**config.mk**
```make
export PLATFORM = sky130hd
export DESIGN_NAME = cir_ctrl
export DESIGN_NICKNAME = d
export VERILOG_FILES = /design/src/core/cir_pkg.sv /design/src/core/cir_ctrl.sv
export VERILOG_INCLUDE_DIRS = /design/src /design/src/core
export SDC_FILE = /design/constraint.sdc
export NUM_CORES = 1
export LEC_CHECK = 0
export ABC_AREA = 0
export BUFFER_PORTS_ARGS = -buffer_cell sky130_fd_sc_hd__buf_2
export CAP_MARGIN = 25
export CORE_UTILIZATION = 55
export DETAILED_ROUTE_END_ITERATION = 8
export MAX_ROUTING_LAYER = met4
export PLACE_DENSITY = 0.82
export REMOVE_ABC_BUFFERS = 1
export SLEW_MARGIN = 20
export SYNTH_ARGS = -nofsm -noshare
export SYNTH_HDL_FRONTEND = slang
export SYNTH_SLANG_ARGS = --single-unit
```
**constraint.sdc**
```tcl
create_clock -name clk -period 5.5 [get_ports clk]
set_input_delay 1.65 -clock clk [delete_from_list [all_inputs] [get_ports clk]]
set_output_delay 1.65 -clock clk [all_outputs]
set_load 0.05 [all_outputs]
```
**src/core/cir_map.svh**
```systemverilog
`ifndef CIR_MAP_SVH
`define CIR_MAP_SVH
// ----------------------------------------------------------------
// register offsets (byte addresses)
// ----------------------------------------------------------------
`define CIR_OFS_STATUS_WORD  8'h00
`define CIR_OFS_IRQ_STAT     8'h04
`define CIR_OFS_IRQ_MASK     8'h08
`define CIR_OFS_LAST_VECTOR  8'h0C
`define CIR_OFS_VEC_BASE     8'h10
// ----------------------------------------------------------------
// status word fields
// ----------------------------------------------------------------
`define CIR_SW_T1            15
`define CIR_SW_T0            14
`define CIR_SW_S             13
`define CIR_SW_M             12
`define CIR_SW_MASK_HI       10
`define CIR_SW_MASK_LO       8
`define CIR_SW_RESET         16'h2700
// ----------------------------------------------------------------
// event bits of the interrupt status register
// ----------------------------------------------------------------
`define CIR_EV_RECOG         0
`define CIR_EV_SPURIOUS      1
`define CIR_EV_AUTOVEC       2
`define CIR_EV_EDGE7         3
`define CIR_EV_W             4
// ----------------------------------------------------------------
// vectors and frame formats
// ----------------------------------------------------------------
`define CIR_VEC_SPURIOUS     8'h18
`define CIR_VEC_AUTO_BASE    8'h18
`define CIR_FMT_NORMAL       4'h0
`define CIR_FMT_THROWAWAY    4'h1
`define CIR_LEVEL_NMI        3'h7
`endif

```
**src/core/cir_pkg.sv**
```systemverilog
`default_nettype none
package cir_pkg;
  // service sequence phases
  typedef enum logic [2:0] {CIR_IDLE, CIR_ACK, CIR_STACK, CIR_STACK2, CIR_FETCH} cir_phase_t;

  // one exception frame pushed on the supervisor stack
  typedef struct packed {
    logic [15:0] offsetWord;   // format in [15:12], vector offset in [11:0]
    logic [31:0] pc;
    logic [15:0] srCopy;
  } cir_frame_t;

  // answer of the interrupt acknowledge cycle
  typedef struct packed {
    logic       done;
    logic       busError;
    logic       selfVectorRequest;
    logic [7:0] vector;
  } cir_ack_t;

  // complete block state
  typedef struct packed {
    logic [2:0]  sync1;
    logic [2:0]  sync2;
    logic [2:0]  prevSample;
    logic [2:0]  validLevel;
    logic [2:0]  validPrev;
    logic        edgeSeven;
    logic        pendingOut;
    logic [15:0] statusWord;
    logic [15:0] srCopy;
    logic [2:0]  svcLevel;
    logic [7:0]  vector;
    cir_phase_t  phase;
    logic        ackReq;
    logic [2:0]  tmLevel;
    logic        push;
    cir_frame_t  frame;
    logic        fetchReq;
    logic [31:0] fetchAddr;
    logic        resume;
    logic [31:0] newPc;
    logic [31:0] savedPc;
    logic [3:0]  evStat;
    logic [3:0]  evMask;
    logic        irq;
    logic [31:0] vecBase;
    logic [31:0] rdData;
  } cir_state_t;
endpackage : cir_pkg
`default_nettype wire

```
**src/core/cir_ctrl.sv**
```systemverilog
// Function
// three active-low lines encode level 0..7, line 0 is the LSB.
// sample every edge; accept a level held unchanged two clock periods.
// requester holds its level until its acknowledge cycle runs.
// valid level strictly above the status mask becomes pending.
// each change from below seven to seven is a new request, unmaskable.
// lowering the mask below a held level retriggers by comparison.
// mask six or seven blocks levels one to six, no re-edge retrigger.
// drive the pending output when a request is made pending.
// on service copy status, set supervisor, stop trace, mask gets level.
// fetch vector by acknowledge cycle, level on transfer modifier outputs.
// self-vector request selects vector 24 plus serviced level.
// bus error during acknowledge makes it spurious, vector 24.
// push offset, next-instruction counter and saved status copy.
// master bit set: clear it, push format 1 frame with supervisor set.
// load counter from selected vector entry, then resume.
// sharing requesters each hold level until their own acknowledge.
// unprogrammed vectoring peripheral usually returns vector 15.
// pending at end of another exception starts interrupt processing at once.
// pending state and output clear once the acknowledge cycle starts.
//
// Decided for this implementation: the placing of the registers and the strobed register port.
`timescale 1ns/10ps
`default_nettype none
`include "cir_map.svh"

module cir_ctrl
(
  // clock and reset
  input  wire  logic                clk,
  input  wire  logic                rst_n,
  // interrupt request lines, active low
  input  wire  logic [2:0]          requestLevelLines_n,
  output var   logic                pendingIndicatorOut_n,
  // processor core handshakes
  input  wire  logic                instBoundary,
  input  wire  logic                exceptionDone,
  input  wire  logic [31:0]         nextPc,
  // interrupt acknowledge cycle
  output var   logic                ackReq,
  output var   logic [2:0]          tmLevel,
  input  wire  cir_pkg::cir_ack_t   ackIn,
  // stack push port
  output var   logic                push,
  output var   cir_pkg::cir_frame_t frame,
  input  wire  logic                pushDone,
  // vector table read port
  output var   logic                fetchReq,
  output var   logic [31:0]         fetchAddr,
  input  wire  logic                fetchDone,
  input  wire  logic [31:0]         fetchData,
  // handler start
  output var   logic                resume,
  output var   logic [31:0]         newPc,
  output var   logic [15:0]         statusWord,
  // register port
  input  wire  logic [7:0]          regAddr,
  input  wire  logic [31:0]         regWrData,
  input  wire  logic                regWr,
  input  wire  logic                regRd,
  output var   logic [31:0]         regRdData,
  output var   logic                irq
);
  import cir_pkg::*;

  cir_state_t st_r;
  cir_state_t st_nxt;

  // ------------------------------------------------------------
  // next-state logic
  // ------------------------------------------------------------
  // one combinational process keeps the whole sequence in one place
  always_comb
  begin
    logic [2:0] maskNow;
    logic       levelCmp;
    logic       startSvc;
    logic [2:0] lvl;
    logic [7:0] vec;
    logic [3:0] ev;
    st_nxt   = st_r;
    maskNow  = st_r.statusWord[`CIR_SW_MASK_HI:`CIR_SW_MASK_LO];
    levelCmp = 1'b0;
    startSvc = 1'b0;
    lvl      = 3'h0;
    vec      = 8'h00;
    ev       = 4'h0;
    st_nxt.push     = 1'b0;
    st_nxt.resume   = 1'b0;
    st_nxt.rdData   = 32'h0000_0000;

    // invert the active-low lines so level 0 means no request
    // two-flop synchroniser; sync1 feeds only sync2
    st_nxt.sync1      = ~requestLevelLines_n;
    st_nxt.sync2      = st_r.sync1;
    st_nxt.prevSample = st_r.sync2;
    // accept only when two consecutive samples agree
    if (st_r.sync2 == st_r.prevSample)
    begin
      st_nxt.validLevel = st_r.sync2;
    end
    st_nxt.validPrev = st_r.validLevel;

    // strict comparison; R6 and R7 follow from it being level based
    levelCmp = (st_r.validLevel > maskNow);

    // rising into seven latches a request regardless of mask
    if (st_r.validLevel == `CIR_LEVEL_NMI && st_r.validPrev != `CIR_LEVEL_NMI)
    begin
      st_nxt.edgeSeven = 1'b1;
      ev[`CIR_EV_EDGE7] = 1'b1;
    end

    // a boundary or a finished exception both open the window
    startSvc = (st_r.phase == CIR_IDLE) && st_r.pendingOut && (instBoundary || exceptionDone);
    lvl      = st_r.edgeSeven ? `CIR_LEVEL_NMI : st_r.validLevel;

    // pending shows as soon as a request qualifies while the sequence is idle
    if (st_r.phase == CIR_IDLE && (levelCmp || st_r.edgeSeven))
    begin
      st_nxt.pendingOut = 1'b1;
    end
    else if (st_r.phase == CIR_IDLE && !st_r.edgeSeven)
    begin
      // request withdrawn before service: nothing is pending any more
      st_nxt.pendingOut = 1'b0;
    end

    unique case (st_r.phase)
      CIR_IDLE:
      begin
        if (startSvc)
        begin
          // copy status, supervisor on, trace off, mask to level
          st_nxt.srCopy = st_r.statusWord;
          st_nxt.statusWord[`CIR_SW_S]  = 1'b1;
          st_nxt.statusWord[`CIR_SW_T1] = 1'b0;
          st_nxt.statusWord[`CIR_SW_T0] = 1'b0;
          st_nxt.statusWord[`CIR_SW_MASK_HI:`CIR_SW_MASK_LO] = lvl;
          st_nxt.svcLevel = lvl;
          st_nxt.savedPc  = nextPc;
          // acknowledge cycle carries the level
          st_nxt.ackReq   = 1'b1;
          st_nxt.tmLevel  = lvl;
          // pending clears as the acknowledge cycle starts
          st_nxt.pendingOut = 1'b0;
          if (lvl == `CIR_LEVEL_NMI && !ev[`CIR_EV_EDGE7])
          begin
            st_nxt.edgeSeven = 1'b0;
          end
          ev[`CIR_EV_RECOG] = 1'b1;
          st_nxt.phase = CIR_ACK;
        end
      end
      CIR_ACK:
      begin
        if (ackIn.done)
        begin
          if (ackIn.busError)
          begin
            // spurious interrupt
            vec = `CIR_VEC_SPURIOUS;
            ev[`CIR_EV_SPURIOUS] = 1'b1;
          end
          else if (ackIn.selfVectorRequest)
          begin
            // autovector from the serviced level
            vec = `CIR_VEC_AUTO_BASE + {5'h00, st_r.svcLevel};
            ev[`CIR_EV_AUTOVEC] = 1'b1;
          end
          else
          begin
            // an unprogrammed peripheral's vector is taken as given
            vec = ackIn.vector;
          end
          st_nxt.vector = vec;
          st_nxt.ackReq = 1'b0;
          // first frame with the next-instruction counter
          st_nxt.push  = 1'b1;
          st_nxt.frame = '{offsetWord: {`CIR_FMT_NORMAL, 2'b00, vec, 2'b00},
                           pc: st_r.savedPc, srCopy: st_r.srCopy};
          st_nxt.phase = CIR_STACK;
        end
      end
      CIR_STACK:
      begin
        if (pushDone)
        begin
          if (st_r.statusWord[`CIR_SW_M])
          begin
            // throwaway frame on the interrupt stack
            st_nxt.statusWord[`CIR_SW_M] = 1'b0;
            st_nxt.push  = 1'b1;
            st_nxt.frame.offsetWord[15:12] = `CIR_FMT_THROWAWAY;
            st_nxt.frame.srCopy[`CIR_SW_S] = 1'b1;
            st_nxt.phase = CIR_STACK2;
          end
          else
          begin
            st_nxt.fetchReq  = 1'b1;
            st_nxt.fetchAddr = st_r.vecBase + {22'h00_0000, st_r.vector, 2'b00};
            st_nxt.phase     = CIR_FETCH;
          end
        end
      end
      CIR_STACK2:
      begin
        if (pushDone)
        begin
          st_nxt.fetchReq  = 1'b1;
          st_nxt.fetchAddr = st_r.vecBase + {22'h00_0000, st_r.vector, 2'b00};
          st_nxt.phase     = CIR_FETCH;
        end
      end
      CIR_FETCH:
      begin
        if (fetchDone)
        begin
          // handler address from the vector entry, then run
          st_nxt.fetchReq = 1'b0;
          st_nxt.newPc    = fetchData;
          st_nxt.resume   = 1'b1;
          st_nxt.phase    = CIR_IDLE;
        end
      end
    endcase

    // ------------------------------------------------------------
    // register writes; software status writes only land while idle
    // ------------------------------------------------------------
    if (regWr)
    begin
      case (regAddr)
        `CIR_OFS_STATUS_WORD:
        begin
          if (st_r.phase == CIR_IDLE && !startSvc)
          begin
            // lowering the mask here lets the comparison retrigger
            st_nxt.statusWord = regWrData[15:0];
          end
        end
        `CIR_OFS_IRQ_STAT: st_nxt.evStat = st_r.evStat & ~regWrData[3:0];
        `CIR_OFS_IRQ_MASK: st_nxt.evMask = regWrData[3:0];
        `CIR_OFS_VEC_BASE: st_nxt.vecBase = regWrData;
        default:           st_nxt.vecBase = st_nxt.vecBase;
      endcase
    end
    // new events win over a same-cycle clear
    st_nxt.evStat = st_nxt.evStat | ev;
    st_nxt.irq    = |(st_nxt.evStat & st_nxt.evMask);

    // reads answer one cycle later; unmapped offsets read zero
    if (regRd)
    begin
      case (regAddr)
        `CIR_OFS_STATUS_WORD: st_nxt.rdData = {16'h0000, st_r.statusWord};
        `CIR_OFS_IRQ_STAT:    st_nxt.rdData = {28'h000_0000, st_r.evStat};
        `CIR_OFS_IRQ_MASK:    st_nxt.rdData = {28'h000_0000, st_r.evMask};
        `CIR_OFS_LAST_VECTOR: st_nxt.rdData = {24'h00_0000, st_r.vector};
        `CIR_OFS_VEC_BASE:    st_nxt.rdData = st_r.vecBase;
        default:              st_nxt.rdData = 32'h0000_0000;
      endcase
    end
  end

  // ------------------------------------------------------------
  // state register
  // ------------------------------------------------------------
  // synchronous reset; every field takes a constant
  always_ff @(posedge clk)
  begin
    if (!rst_n)
    begin
      st_r            <= '0;
      st_r.phase      <= CIR_IDLE;
      st_r.statusWord <= `CIR_SW_RESET;
    end
    else
    begin
      st_r <= st_nxt;
    end
  end

  // outputs straight from flip-flops
  assign pendingIndicatorOut_n = ~st_r.pendingOut;
  assign ackReq    = st_r.ackReq;
  assign tmLevel   = st_r.tmLevel;
  assign push      = st_r.push;
  assign frame     = st_r.frame;
  assign fetchReq  = st_r.fetchReq;
  assign fetchAddr = st_r.fetchAddr;
  assign resume    = st_r.resume;
  assign newPc     = st_r.newPc;
  assign statusWord = st_r.statusWord;
  assign regRdData = st_r.rdData;
  assign irq       = st_r.irq;

endmodule : cir_ctrl
`default_nettype wire

```
Yosys cells after proc, flatten, opt, wreduce, memory -nomap -nowiden --
Index checks and enable logic that the tools add are counted.
Storage, ports and cells: bits in registers 288, logic and storage cells 138
Cells by class: bitwise logic cells 6, order comparisons 1, mux-type cells 50, reduce and logical (&&, ||, !) cells 31, add/subtract/negate cells 2, eq/ne operators 19
Operators with widths (count):
- $pmux W32 S5 | 1
- $mux W33 | 4
- $mux W65 | 1
- $pmux W32 S2 | 1
- $mux W16 | 3
- $add A32 B10 Y32 | 1
- $mux W8 | 3
- $mux W3 | 7
- $mux W5 | 4
- $eq A8 B4 Y1 const B | 2
- $mux W1 | 15
- $pmux W3 S5 | 1
- $mux W4 | 3
- $ne A2 B2 Y1 const B | 6
- $reduce_and A2 Y1 | 6
- $pmux W5 S2 | 1
- $reduce_and A5 Y1 | 2
- $eq A3 B3 Y1 const B | 3
- $and A4 B4 Y4 | 2
- $eq A8 B3 Y1 const B | 1
- $eq A8 B5 Y1 const B | 1
- $logic_not A8 Y1 | 1
- $reduce_and A4 Y1 | 2
- $logic_and A1 B1 Y1 | 7
- other kinds (22) | 31

Logic depth before layout (Yosys ltp) --
Gate-level depths: netlist of the first run.
depth in word-level cells 11, mapped depth 10, gate-level depth less buffers 9

Least setup slack after synthesis of the first run --
OpenSTA, ideal clock, no wires.
path type input to register, start point input regAddr[1], end point register st_r, in the netlist irq, setup time 134 ps, path slack 1929 ps, arrival 3437 ps, cell stages on the path 6, data required time 5366 ps, path through or3_4 -> nor4b_4 -> nand3b_4 -> mux2i_1 -> nor3_1 -> or4_1
On the way: longest elaborated chain between the ends 6, elaborated cells between the ends (all ways) 8, those cells by class 2 x eq/ne; 3 x mux; 2 x bitwise; 1 x reduce/logical
RTL lines:
- start: declaration | line cir_ctrl.sv:57 | input wire logic [7:0] regAddr,
- $eq A8 B3 Y1 | line cir_ctrl.sv:233 | case (regAddr)
- $mux W4 | line cir_ctrl.sv:233
- $mux W8 (*) | line cir_ctrl.sv:231 | if (regWr)
- $or A4 B4 Y4 | line cir_ctrl.sv:249 | st_nxt.evStat = st_nxt.evStat | ev;
- $and A4 B4 Y4 (*) | line cir_ctrl.sv:250 | st_nxt.irq = |(st_nxt.evStat & st_nxt.evMask);
- $reduce_or A4 Y1 (*) | line cir_ctrl.sv:250
- end signal: assignment | line cir_ctrl.sv:280 | st_r <= st_nxt;
- end: declaration | line cir_ctrl.sv:66 | cir_state_t st_r;
Every way passes the cells marked *; elsewhere a longest branch is shown, timed or not. A chain may end at the register's enable or synchronous reset.

Worst setup path after layout of the first run --
Ends and elaborated chain as after synthesis.

==> results.yml, run 1 <==
final_layout:
  drive_gt1_frac: 0.245
  syn2layout_area_growth_pct: 10.9
  final_area_sq_um: 13500
  n_fill_cell: 1929
  nNetsFinal: 1725
floorplanning:
  ios: 311
  coreArea_sq_um: 21800
  placementRows: 54
  die_x_um: 151
  initial_core_util: 0.560
  die_area_sq_um: 22700
  die_h_um: 151
setup_path:
  crit_fanout: 9
  reg2reg_from: "st_r[243]$_SDFFE_PN0P_"
  cp_cell_sequence: "buf_2 -> or3_4 -> nor4b_4 -> nand3b_4 -> mux2i_1 -> nor3_1 -> or4_1"
  reg2reg_to: "fetchAddr[22]$_SDFFE_PN0P_"
  r2r_slack_ns: 2.77
  cp.arrival_ns: 3.82
  slowest_delay_ns: 0.61
  critPathKind: "in -> reg"
  worst_r2r_path_depth: 10
  required_ns: 5.91
  end_kind: "flop"
  cp_slowest_cell: "nor4b_4"
  start_kind: "primary input"
clocking:
  clockRootBuffer: "clkbuf_16"
  cts.sinks: 285
  clk_pin_slew_ns: 0.06
  htree_levels: 1
  postCtsSetupBuffers: 0
  hold_buffers: 0
  cts_made_buffers: 29
  cts_tree: "yes"
  cts_resized: 0
  clockBufferDepth: 3
  clk-insertion-delay-late_ns: 0.55
power_and_ir_drop:
  vdd_drop_max_mv: 0.228
  p_sw_w: 0.000878
  p_int_w: 0.00323
  swShare: 0.214
  total_power_w: 0.00411
  leakage_nw: 5.59
  power_density_nw_per_um2: 305
  clockPowerShare: 0.466
  combPwrFrac: 0.030
  power_frac_seq: 0.504
global_routing:
  antenna_found_initial: 6
  overflow: 0
  grtUsageTotal: 0.264
  grt_max_degree: 105
  grt_pass1_vias: 8941
  grt_pass1_wl_um: 46100
place:
  placedInstanceArea_sq_um: 12500
  numPortBuffers: 303
  routabilityCongestion: 0.917
  dp_hpwl_um: 20800
  dp_slack_ns: 1.58
timing:
  hold_viol: 0
  layout_setup_ws_ns: 2.10
  fin_crit_ns: 3.40
  drv_slew: 0
  period_share: 0.618
  fmax_mhz: 294
  worst_slew_pin_slew_ns: 1.02
  relSlewSlack: 0.317
  rsz0062_at_grt: "false"
  setup_viol: 0
  finClkSkew_ns: 0.0207
  setup_tns_ns: 0
logic_synthesis:
  yosysSeqAreaShare: 0.469
  ys_warn_count: 0
  synth_area_leaders: "dfxtp_1, nand2_1, buf_4"
  synth_top_area_share: 0.469
  yosys.area.top_type: "dfxtp_1"
  synthArstFlopShare: 0
  synth_flop_cell: "dfxtp_1"
  syn-cell-area_sq_um: 12200
  ys_types: 51
  synthTopCellsByCount: "nand2_1, dfxtp_1, a21oi_1"
  ys_ff_latch: 285
  synth_cells: 1500
  synth_edf_count: 0
  syn_area_per_cell_sq_um: 8.12
  synth_most_common_cell: "nand2_1"
hold_path:
  worstHoldPathCells: 1
  hold_path_end: "st_nxt[294]$_SDFF_PN0_"
  min_from: "st_nxt[297]$_SDFF_PN0_"
  worstHoldPathType: "reg -> reg"
route:
  ant_nets: 0
  dr.first_iter.drc_count: 720
  vias: 10100
  wl_per_cell_um: 16.0
  routed_via_density: 5.35
  wl_um: 30300
  drc: 0
  first_pass_iters: 5
flow_run:
  cap_violations: 0
status:
  outcome: "complete, no violations"
==> routing by layer <==
layer,wire length (um),track usage,share of wire,vias up
li1,-,-,-,4936
met1,12800,0.342,0.42,4699
met4,758,0.0940,0.025,0
met3,2570,0.0449,0.085,58
met2,14200,0.413,0.47,436
met5,0,-,0,-
==> worst max-delay path: cells and delay by family <==
| kind | cells | cell delay [ns] |
|---|---|---|
| AND/OR/NAND/NOR | 5 | 1.84 |
| multiplexers | 1 | 0.24 |
| buffers and inverters | 1 | 0.10 |
==> per-stage QoR <==
stage                     std cells  hold slack, ns   util
after floorplan                1237           0.412      -
after global placement         1834           0.430  0.575
after detailed placement       1835           0.427  0.576
after CTS                      1888           0.441  0.619
after global routing           1895           0.460  0.621
final                          1895           0.443  0.621
==> cells by family after synthesis <==
family          share of synthesized area
flops                               0.469
mux                                0.0251
other cells                      0.000308
xor+xnor                           0.0201
buf+inv                             0.144
fa+ha+maj                          0.0130
compound gates                      0.135
simple gates                        0.193
==> cell type report <==
type	instances	area, sq um	area share
Sequential cell	285	5710	0.423
Multi-Input combinational cell	932	4760	0.353
Timing Repair Buffer	319	1660	0.123
Clock buffer	44	862	0.0638
Tap cell	280	350	0.0259
Inverter	20	80.1	0.00593
Clock inverter	9	72.6	0.00537
Antenna cell	6	15.0	0.00111
==> cells in the final DEF (no fill, tap or decap), types with 6 or more instances in the layout <==
| cell type | instances |
|---|---|
| conb_1 | 7 |
| ha_1 | 11 |
| clkinv_2 | 7 |
| nand4_1 | 6 |
| nand2_1 | 381 |
| clkbuf_8 | 8 |
| buf_4 | 14 |
| a211oi_1 | 7 |
| buf_2 | 303 |
| nor3_1 | 15 |
| mux2_2 | 12 |
| xnor2_1 | 24 |
| nand2b_1 | 8 |
| nor4_1 | 6 |
| dfxtp_1 | 285 |
| diode_2 | 6 |
| nor2_1 | 62 |
| o21ai_0 | 32 |
| mux2i_1 | 17 |
| and2_1 | 21 |
| a21oi_1 | 227 |
| inv_1 | 19 |
| nand3_1 | 31 |
| clkbuf_1 | 7 |
| clkbuf_16 | 29 |
==> state kept, by name (all words and copies together) (netlist names) <==
register,flops
push,1
tmLevel,3
newPc,32
frame,49
resume,1
irq,1
statusWord,16
st_r,107
ackReq,1
st_nxt,9
fetchReq,1
regRdData,32
fetchAddr,32
==> power by group through the flow <==
stage          Sequential [W]  Clock [W]  Combinational [W]
2_1_floorplan         0.00212          0          0.0000457
3_3_place_gp          0.00212          0           0.000122
3_5_place_dp          0.00212          0           0.000123
4_1_cts               0.00207    0.00194           0.000124
5_1_grt               0.00207    0.00204           0.000134
6_report              0.00207    0.00192           0.000125
==> how the worst max path moves through the flow <==
| stage | end | start | cells after the start | slack [ns] |
|---|---|---|---|---|
| final | irq$_SDFF_PN0_ | regAddr[1] | 7 | 2.10 |
| after global routing | irq$_SDFF_PN0_ | regAddr[1] | 7 | 1.99 |
| after CTS | irq$_SDFF_PN0_ | regAddr[1] | 7 | 2.10 |
| after detailed placement | irq$_SDFF_PN0_ | regAddr[1] | 7 | 1.58 |
| after global placement | irq$_SDFF_PN0_ | regAddr[1] | 7 | 1.61 |
| after floorplan | statusWord[10]$_SDFF_PN1_ | exceptionDone | 5 | -1.51 |
(Power assumes the default switching activity.)
==> run 2: changes to the inputs <==
Settings changed: CORE_UTILIZATION 55 to 48, PLACE_DENSITY 0.82 to 0.76.
Clock period 5.5 ns to 3.12 ns, I/O delays scaled along.
==> results.yml, run 2 (synthesis gave the netlist of run 1 again) <==
route:
  wl_um: 31800
  first_pass_iters: 5
  routed_via_density: 5.21
  drc: 0
  dr.first_iter.drc_count: 884
  wl_per_cell_um: 16.2
  vias: 10200
  ant_nets: 0
setup_path:
  cp.arrival_ns: 3.02
  crit_top_cell: "a21oi_1"
  cp_cell_sequence: "ha_1 -> inv_1 -> fa_1 -> nand2b_1 -> a21oi_1 -> a221oi_1 -> buf_4 -> nor4_1 -> xnor2_1 -> a21oi_1"
  crit_fanout: 11
  startpoint: "st_r[243]$_SDFFE_PN0P_"
  r2r_slack_ns: 0.53
  start_kind: "flop"
  reg2reg_from: "st_r[243]$_SDFFE_PN0P_"
  critPathKind: "reg -> reg"
  slowest_delay_ns: 0.43
  critPathCapture: "fetchAddr[22]$_SDFFE_PN0P_"
  reg2reg_to: "fetchAddr[22]$_SDFFE_PN0P_"
  cp_num_buf_inv: 2
  end_kind: "flop"
  path_delay_family: "adder cells"
  worst_r2r_path_depth: 10
  cp_slowest_cell: "dfxtp_1"
  cp.depth: 10
  required_ns: 3.55
timing:
  fmax_mhz: 386
  rsz0062_at_grt: "false"
  relSlewSlack: 0.537
  hold_ws_ns: 0.446
  worst_slew_pin_slew_ns: 0.693
  period_share: 0.831
  hold_viol: 0
  fin_crit_ns: 2.59
  setup_tns_ns: 0
  finClkSkew_ns: 0.0192
  drv_slew: 0
  setup_viol: 0
global_routing:
  grt_pass1_wl_um: 49500
  grt_max_degree: 120
  antenna_found_initial: 5
  overflow: 0
  grtUsageTotal: 0.244
  grt_pass1_vias: 9636
final_layout:
  final_cell_mix: "nand2_1, buf_2, dfxtp_1"
  final_common_cell: "nand2_1"
  final_area_sq_um: 13800
  n_fill_cell: 2302
  fin_cells: 1956
  syn2layout_area_growth_pct: 13.4
  largest_register: "st_r"
  multi_input_comb_area_sq_um: 4750
  drive_gt1_frac: 0.253
  nNetsFinal: 1742
  regArea_sq_um: 5710
  largest_reg_flops: 107
status:
  outcome: "complete, no violations"
clocking:
  htree_levels: 1
  clk_pin_slew_ns: 0.06
  hold_buffers: 0
  postCtsSetupBuffers: 0
  cts_resized: 0
  cts_tree: "yes"
  cts.sinks: 285
  clockRootBuffer: "clkbuf_16"
  clockBufferDepth: 3
  cts_made_buffers: 30
  clk-insertion-delay-late_ns: 0.55
place:
  dp_hpwl_um: 21700
  placedInstanceArea_sq_um: 12700
  dp.cells: 1896
  numPortBuffers: 303
  routabilityCongestion: 0.919
floorplanning:
  ios: 311
  die_h_um: 161
  coreArea_sq_um: 24600
  placementRows: 57
  die_area_sq_um: 26000
  die_x_um: 161
  initial_core_util: 0.495
power_and_ir_drop:
  power_density_nw_per_um2: 551
  vdd_drop_max_mv: 0.485
  leakage_nw: 5.72
flow_run:
  cap_violations: 0
hold_path:
  worstHoldPathType: "reg -> reg"
run 2: changes by cell type in the layout (fill, tap and decap cells not counted):
cell / before / now
buf_12: 1 / 3
buf_4: 14 / 29
buf_8: 1 / 0
bufinv_16: 1 / 3
clkbuf_16: 29 / 31
clkbuf_8: 8 / 10
clkinv_2: 7 / 3
diode_2: 6 / 5
nand3_1: 31 / 32
nand3_2: 2 / 1
run 2: how the worst min path moves through the flow:
| stage | from | end | slack (ns) | depth (start not counted) |
|---|---|---|---|---|
| after CTS | newPc[15]$_SDFFE_PN0P_ | newPc[15]$_SDFFE_PN0P_ | 0.45 | 2 |
| after global placement | st_r[86]$_SDFFE_PN0P_ | frame[29]$_SDFFE_PN0P_ | 0.44 | 2 |
| final | st_r[98]$_SDFFE_PN0P_ | frame[41]$_SDFFE_PN0P_ | 0.45 | 2 |
| after global routing | st_r[103]$_SDFFE_PN0P_ | frame[46]$_SDFFE_PN0P_ | 0.46 | 2 |
| after floorplan | st_nxt[297]$_SDFF_PN0_ | st_nxt[294]$_SDFF_PN0_ | 0.41 | 1 |
| after detailed placement | st_nxt[299]$_SDFF_PN0_ | st_nxt[296]$_SDFF_PN0_ | 0.44 | 1 |
run 2: report_power, final:
group          internal, W  total, W  switching (W)
Clock              0.00229   0.00372        0.00143
Combinational    0.0000835  0.000224       0.000140
Sequential         0.00365   0.00365     0.00000596
Total              0.00602   0.00760        0.00158
run 2: layout make-up:
| type | count | share of cell area |
|---|---|---|
| Clock buffer | 48 | 0.0681 |
| Tap cell | 324 | 0.0294 |
| Sequential cell | 285 | 0.413 |
| Timing Repair Buffer | 335 | 0.130 |
| Antenna cell | 5 | 0.000906 |
| Multi-Input combinational cell | 932 | 0.344 |
| Inverter | 20 | 0.00580 |
| Clock inverter | 7 | 0.00816 |
run 2: metrics by stage:
step	util	worst slack [ns]	power, W
2_1_floorplan	-	-3.17	0.00381
3_3_place_gp	0.518	0.117	0.00395
3_5_place_dp	0.518	0.0827	0.00395
4_1_cts	0.561	0.556	0.00766
5_1_grt	0.561	0.378	0.00783
6_report	0.561	0.526	0.00760
run 2: worst min-delay path, cell delays in order (launching register included):
cell	delay [ns]
dfxtp_1	0.31
nand2_1	0.05
a21oi_1	0.05
run 2: routing by layer:
layer | vias up | part of all wire | global-route usage | wire length (um)
li1 | 4958 | - | - | -
met1 | 4738 | 0.43 | 0.313 | 13700
met2 | 425 | 0.47 | 0.395 | 15100
met3 | 67 | 0.063 | 0.0324 | 2000
met4 | 0 | 0.031 | 0.0879 | 993
met5 | - | 0 | - | 0
==> run 3: changes to the inputs <==
Clock period 3.12 ns to 2.1 ns, I/O delays scaled along.
==> results.yml, run 3 (synthesis gave the netlist of run 1 again) <==
global_routing:
  overflow: 0
  grt_max_degree: 97
  grt_pass1_wl_um: 50900
  grtUsageTotal: 0.250
  grt_pass1_vias: 9744
  antenna_found_initial: 3
timing:
  finClkSkew_ns: 0.00657
  setup_viol: 0
  fmax_mhz: 480
  rsz0062_at_grt: "true"
  hold_viol: 0
  relSlewSlack: 0.612
  hold_ws_ns: 0.240
  drv_slew: 0
  period_share: 0.991
  worst_slew_pin_slew_ns: 0.582
  fin_crit_ns: 2.08
final_layout:
  n_fill_cell: 2200
  syn2layout_area_growth_pct: 18.0
  largest_register: "st_r"
  final_cell_mix: "nand2_1, buf_2, dfxtp_1"
  final_common_cell: "nand2_1"
  nNetsFinal: 1794
  drive_gt1_frac: 0.292
  largest_reg_flops: 107
  fin_cells: 2005
route:
  wl_per_cell_um: 16.3
  ant_nets: 0
  vias: 10400
  wl_um: 32700
  drc: 0
  dr.first_iter.drc_count: 895
  routed_via_density: 5.19
  first_pass_iters: 5
power_and_ir_drop:
  vdd_drop_max_mv: 0.597
  power_density_nw_per_um2: 781
  leakage_nw: 6.02
  total_power_w: 0.0112
clocking:
  cts_made_buffers: 29
  clockRootBuffer: "clkbuf_16"
  clk-insertion-delay-late_ns: 0.54
  clockBufferDepth: 3
  hold_buffers: 0
  htree_levels: 1
  clk_pin_slew_ns: 0.06
  cts.sinks: 285
  cts_tree: "yes"
setup_path:
  cp_cell_sequence: "ha_4 -> inv_2 -> fa_2 -> nand2b_4 -> a21oi_4 -> a221oi_2 -> buf_6 -> nor4_4 -> xnor2_1 -> a21oi_1"
  reg2reg_from: "st_r[34]$_SDFFE_PN0P_"
  start_kind: "flop"
  critPathKind: "reg -> reg"
  cp_slowest_cell: "dfxtp_2"
  cp_num_buf_inv: 2
  worst_r2r_path_depth: 10
  path_delay_family: "adder cells"
  slowest_delay_ns: 0.36
  r2r_slack_ns: 0.02
  end_kind: "flop"
  required_ns: 2.52
  reg2reg_to: "fetchAddr[22]$_SDFFE_PN0P_"
  cp.arrival_ns: 2.50
  startpoint: "st_r[34]$_SDFFE_PN0P_"
  crit_fanout: 8
hold_path:
  worstHoldPathCells: 2
  min_from: "requestLevelLines_n[0]"
  worstHoldPathType: "in -> reg"
  hold_path_end: "st_nxt[297]$_SDFF_PN0_"
flow_run:
  cap_violations: 0
place:
  numPortBuffers: 303
  routabilityCongestion: 0.936
  dp_hpwl_um: 23000
  dp.cells: 1947
floorplanning:
  initial_core_util: 0.495
  ios: 311
  die_h_um: 161
  die_area_sq_um: 26000
  coreArea_sq_um: 24600
  die_x_um: 161
  placementRows: 57
status:
  outcome: "complete, no violations"
-- run 3: worst max-delay path by stage --
stage | depth (start not counted) | end | slack (ns)
global placement | 8 | irq$_SDFF_PN0_ | -0.46
floorplan | 5 | statusWord[10]$_SDFF_PN1_ | -3.89
finish | 10 | fetchAddr[22]$_SDFFE_PN0P_ | 0.02
CTS | 10 | fetchAddr[22]$_SDFFE_PN0P_ | 0.01
global route | 10 | fetchAddr[22]$_SDFFE_PN0P_ | -0.07
detailed placement | 8 | irq$_SDFF_PN0_ | -0.51
-- run 3: power by group --
group	internal (W)	switching, W
Combinational	0.000138	0.000217
Clock	0.00329	0.00216
Sequential	0.00542	0.00000812
Total	0.00884	0.00238
-- run 3: metrics by stage --
step / worst slack [ns] / util / area, sq um / TNS (ns)
after floorplan: -3.89 / - / 10500 / -489.00
after global placement: -0.462 / 0.536 / 13200 / -19.62
after detailed placement: -0.510 / 0.536 / 13200 / -20.41
after CTS: 0.0120 / 0.580 / 14300 / 0
after global routing: -0.0688 / 0.584 / 14400 / -0.187
final: 0.0187 / 0.584 / 14400 / 0
-- run 3: cell type report --
class | instances | area (sq um) | share of cell area
antenna | 3 | 7.51 | 0.000522
timing repair buffer | 388 | 2260 | 0.157
tap | 324 | 405 | 0.0282
sequential | 285 | 5710 | 0.398
clock inverter | 17 | 224 | 0.0156
multi-input combinational | 932 | 4890 | 0.340
clock buffer | 36 | 792 | 0.0551
inverter | 20 | 80.1 | 0.00557
-- run 3: routing by layer --
layer | vias up | global-route usage | share of wire | routed length (um)
li1 | 5057 | - | - | -
met5 | - | - | 0 | 0
met4 | 0 | 0.0875 | 0.035 | 1140
met3 | 65 | 0.0439 | 0.070 | 2280
met2 | 426 | 0.407 | 0.47 | 15300
met1 | 4860 | 0.312 | 0.43 | 13900
-- run 3: what timing repair did --
item / 4_1_cts / 5_1_grt
setup endpoints to repair: 11 / 15
gates cloned: 0 / 0
buffers inserted: 0 / 2
gates resized for setup: 16 / 17
endpoints found under the hold margin: 0 / 0
pin swaps: 4 / 10
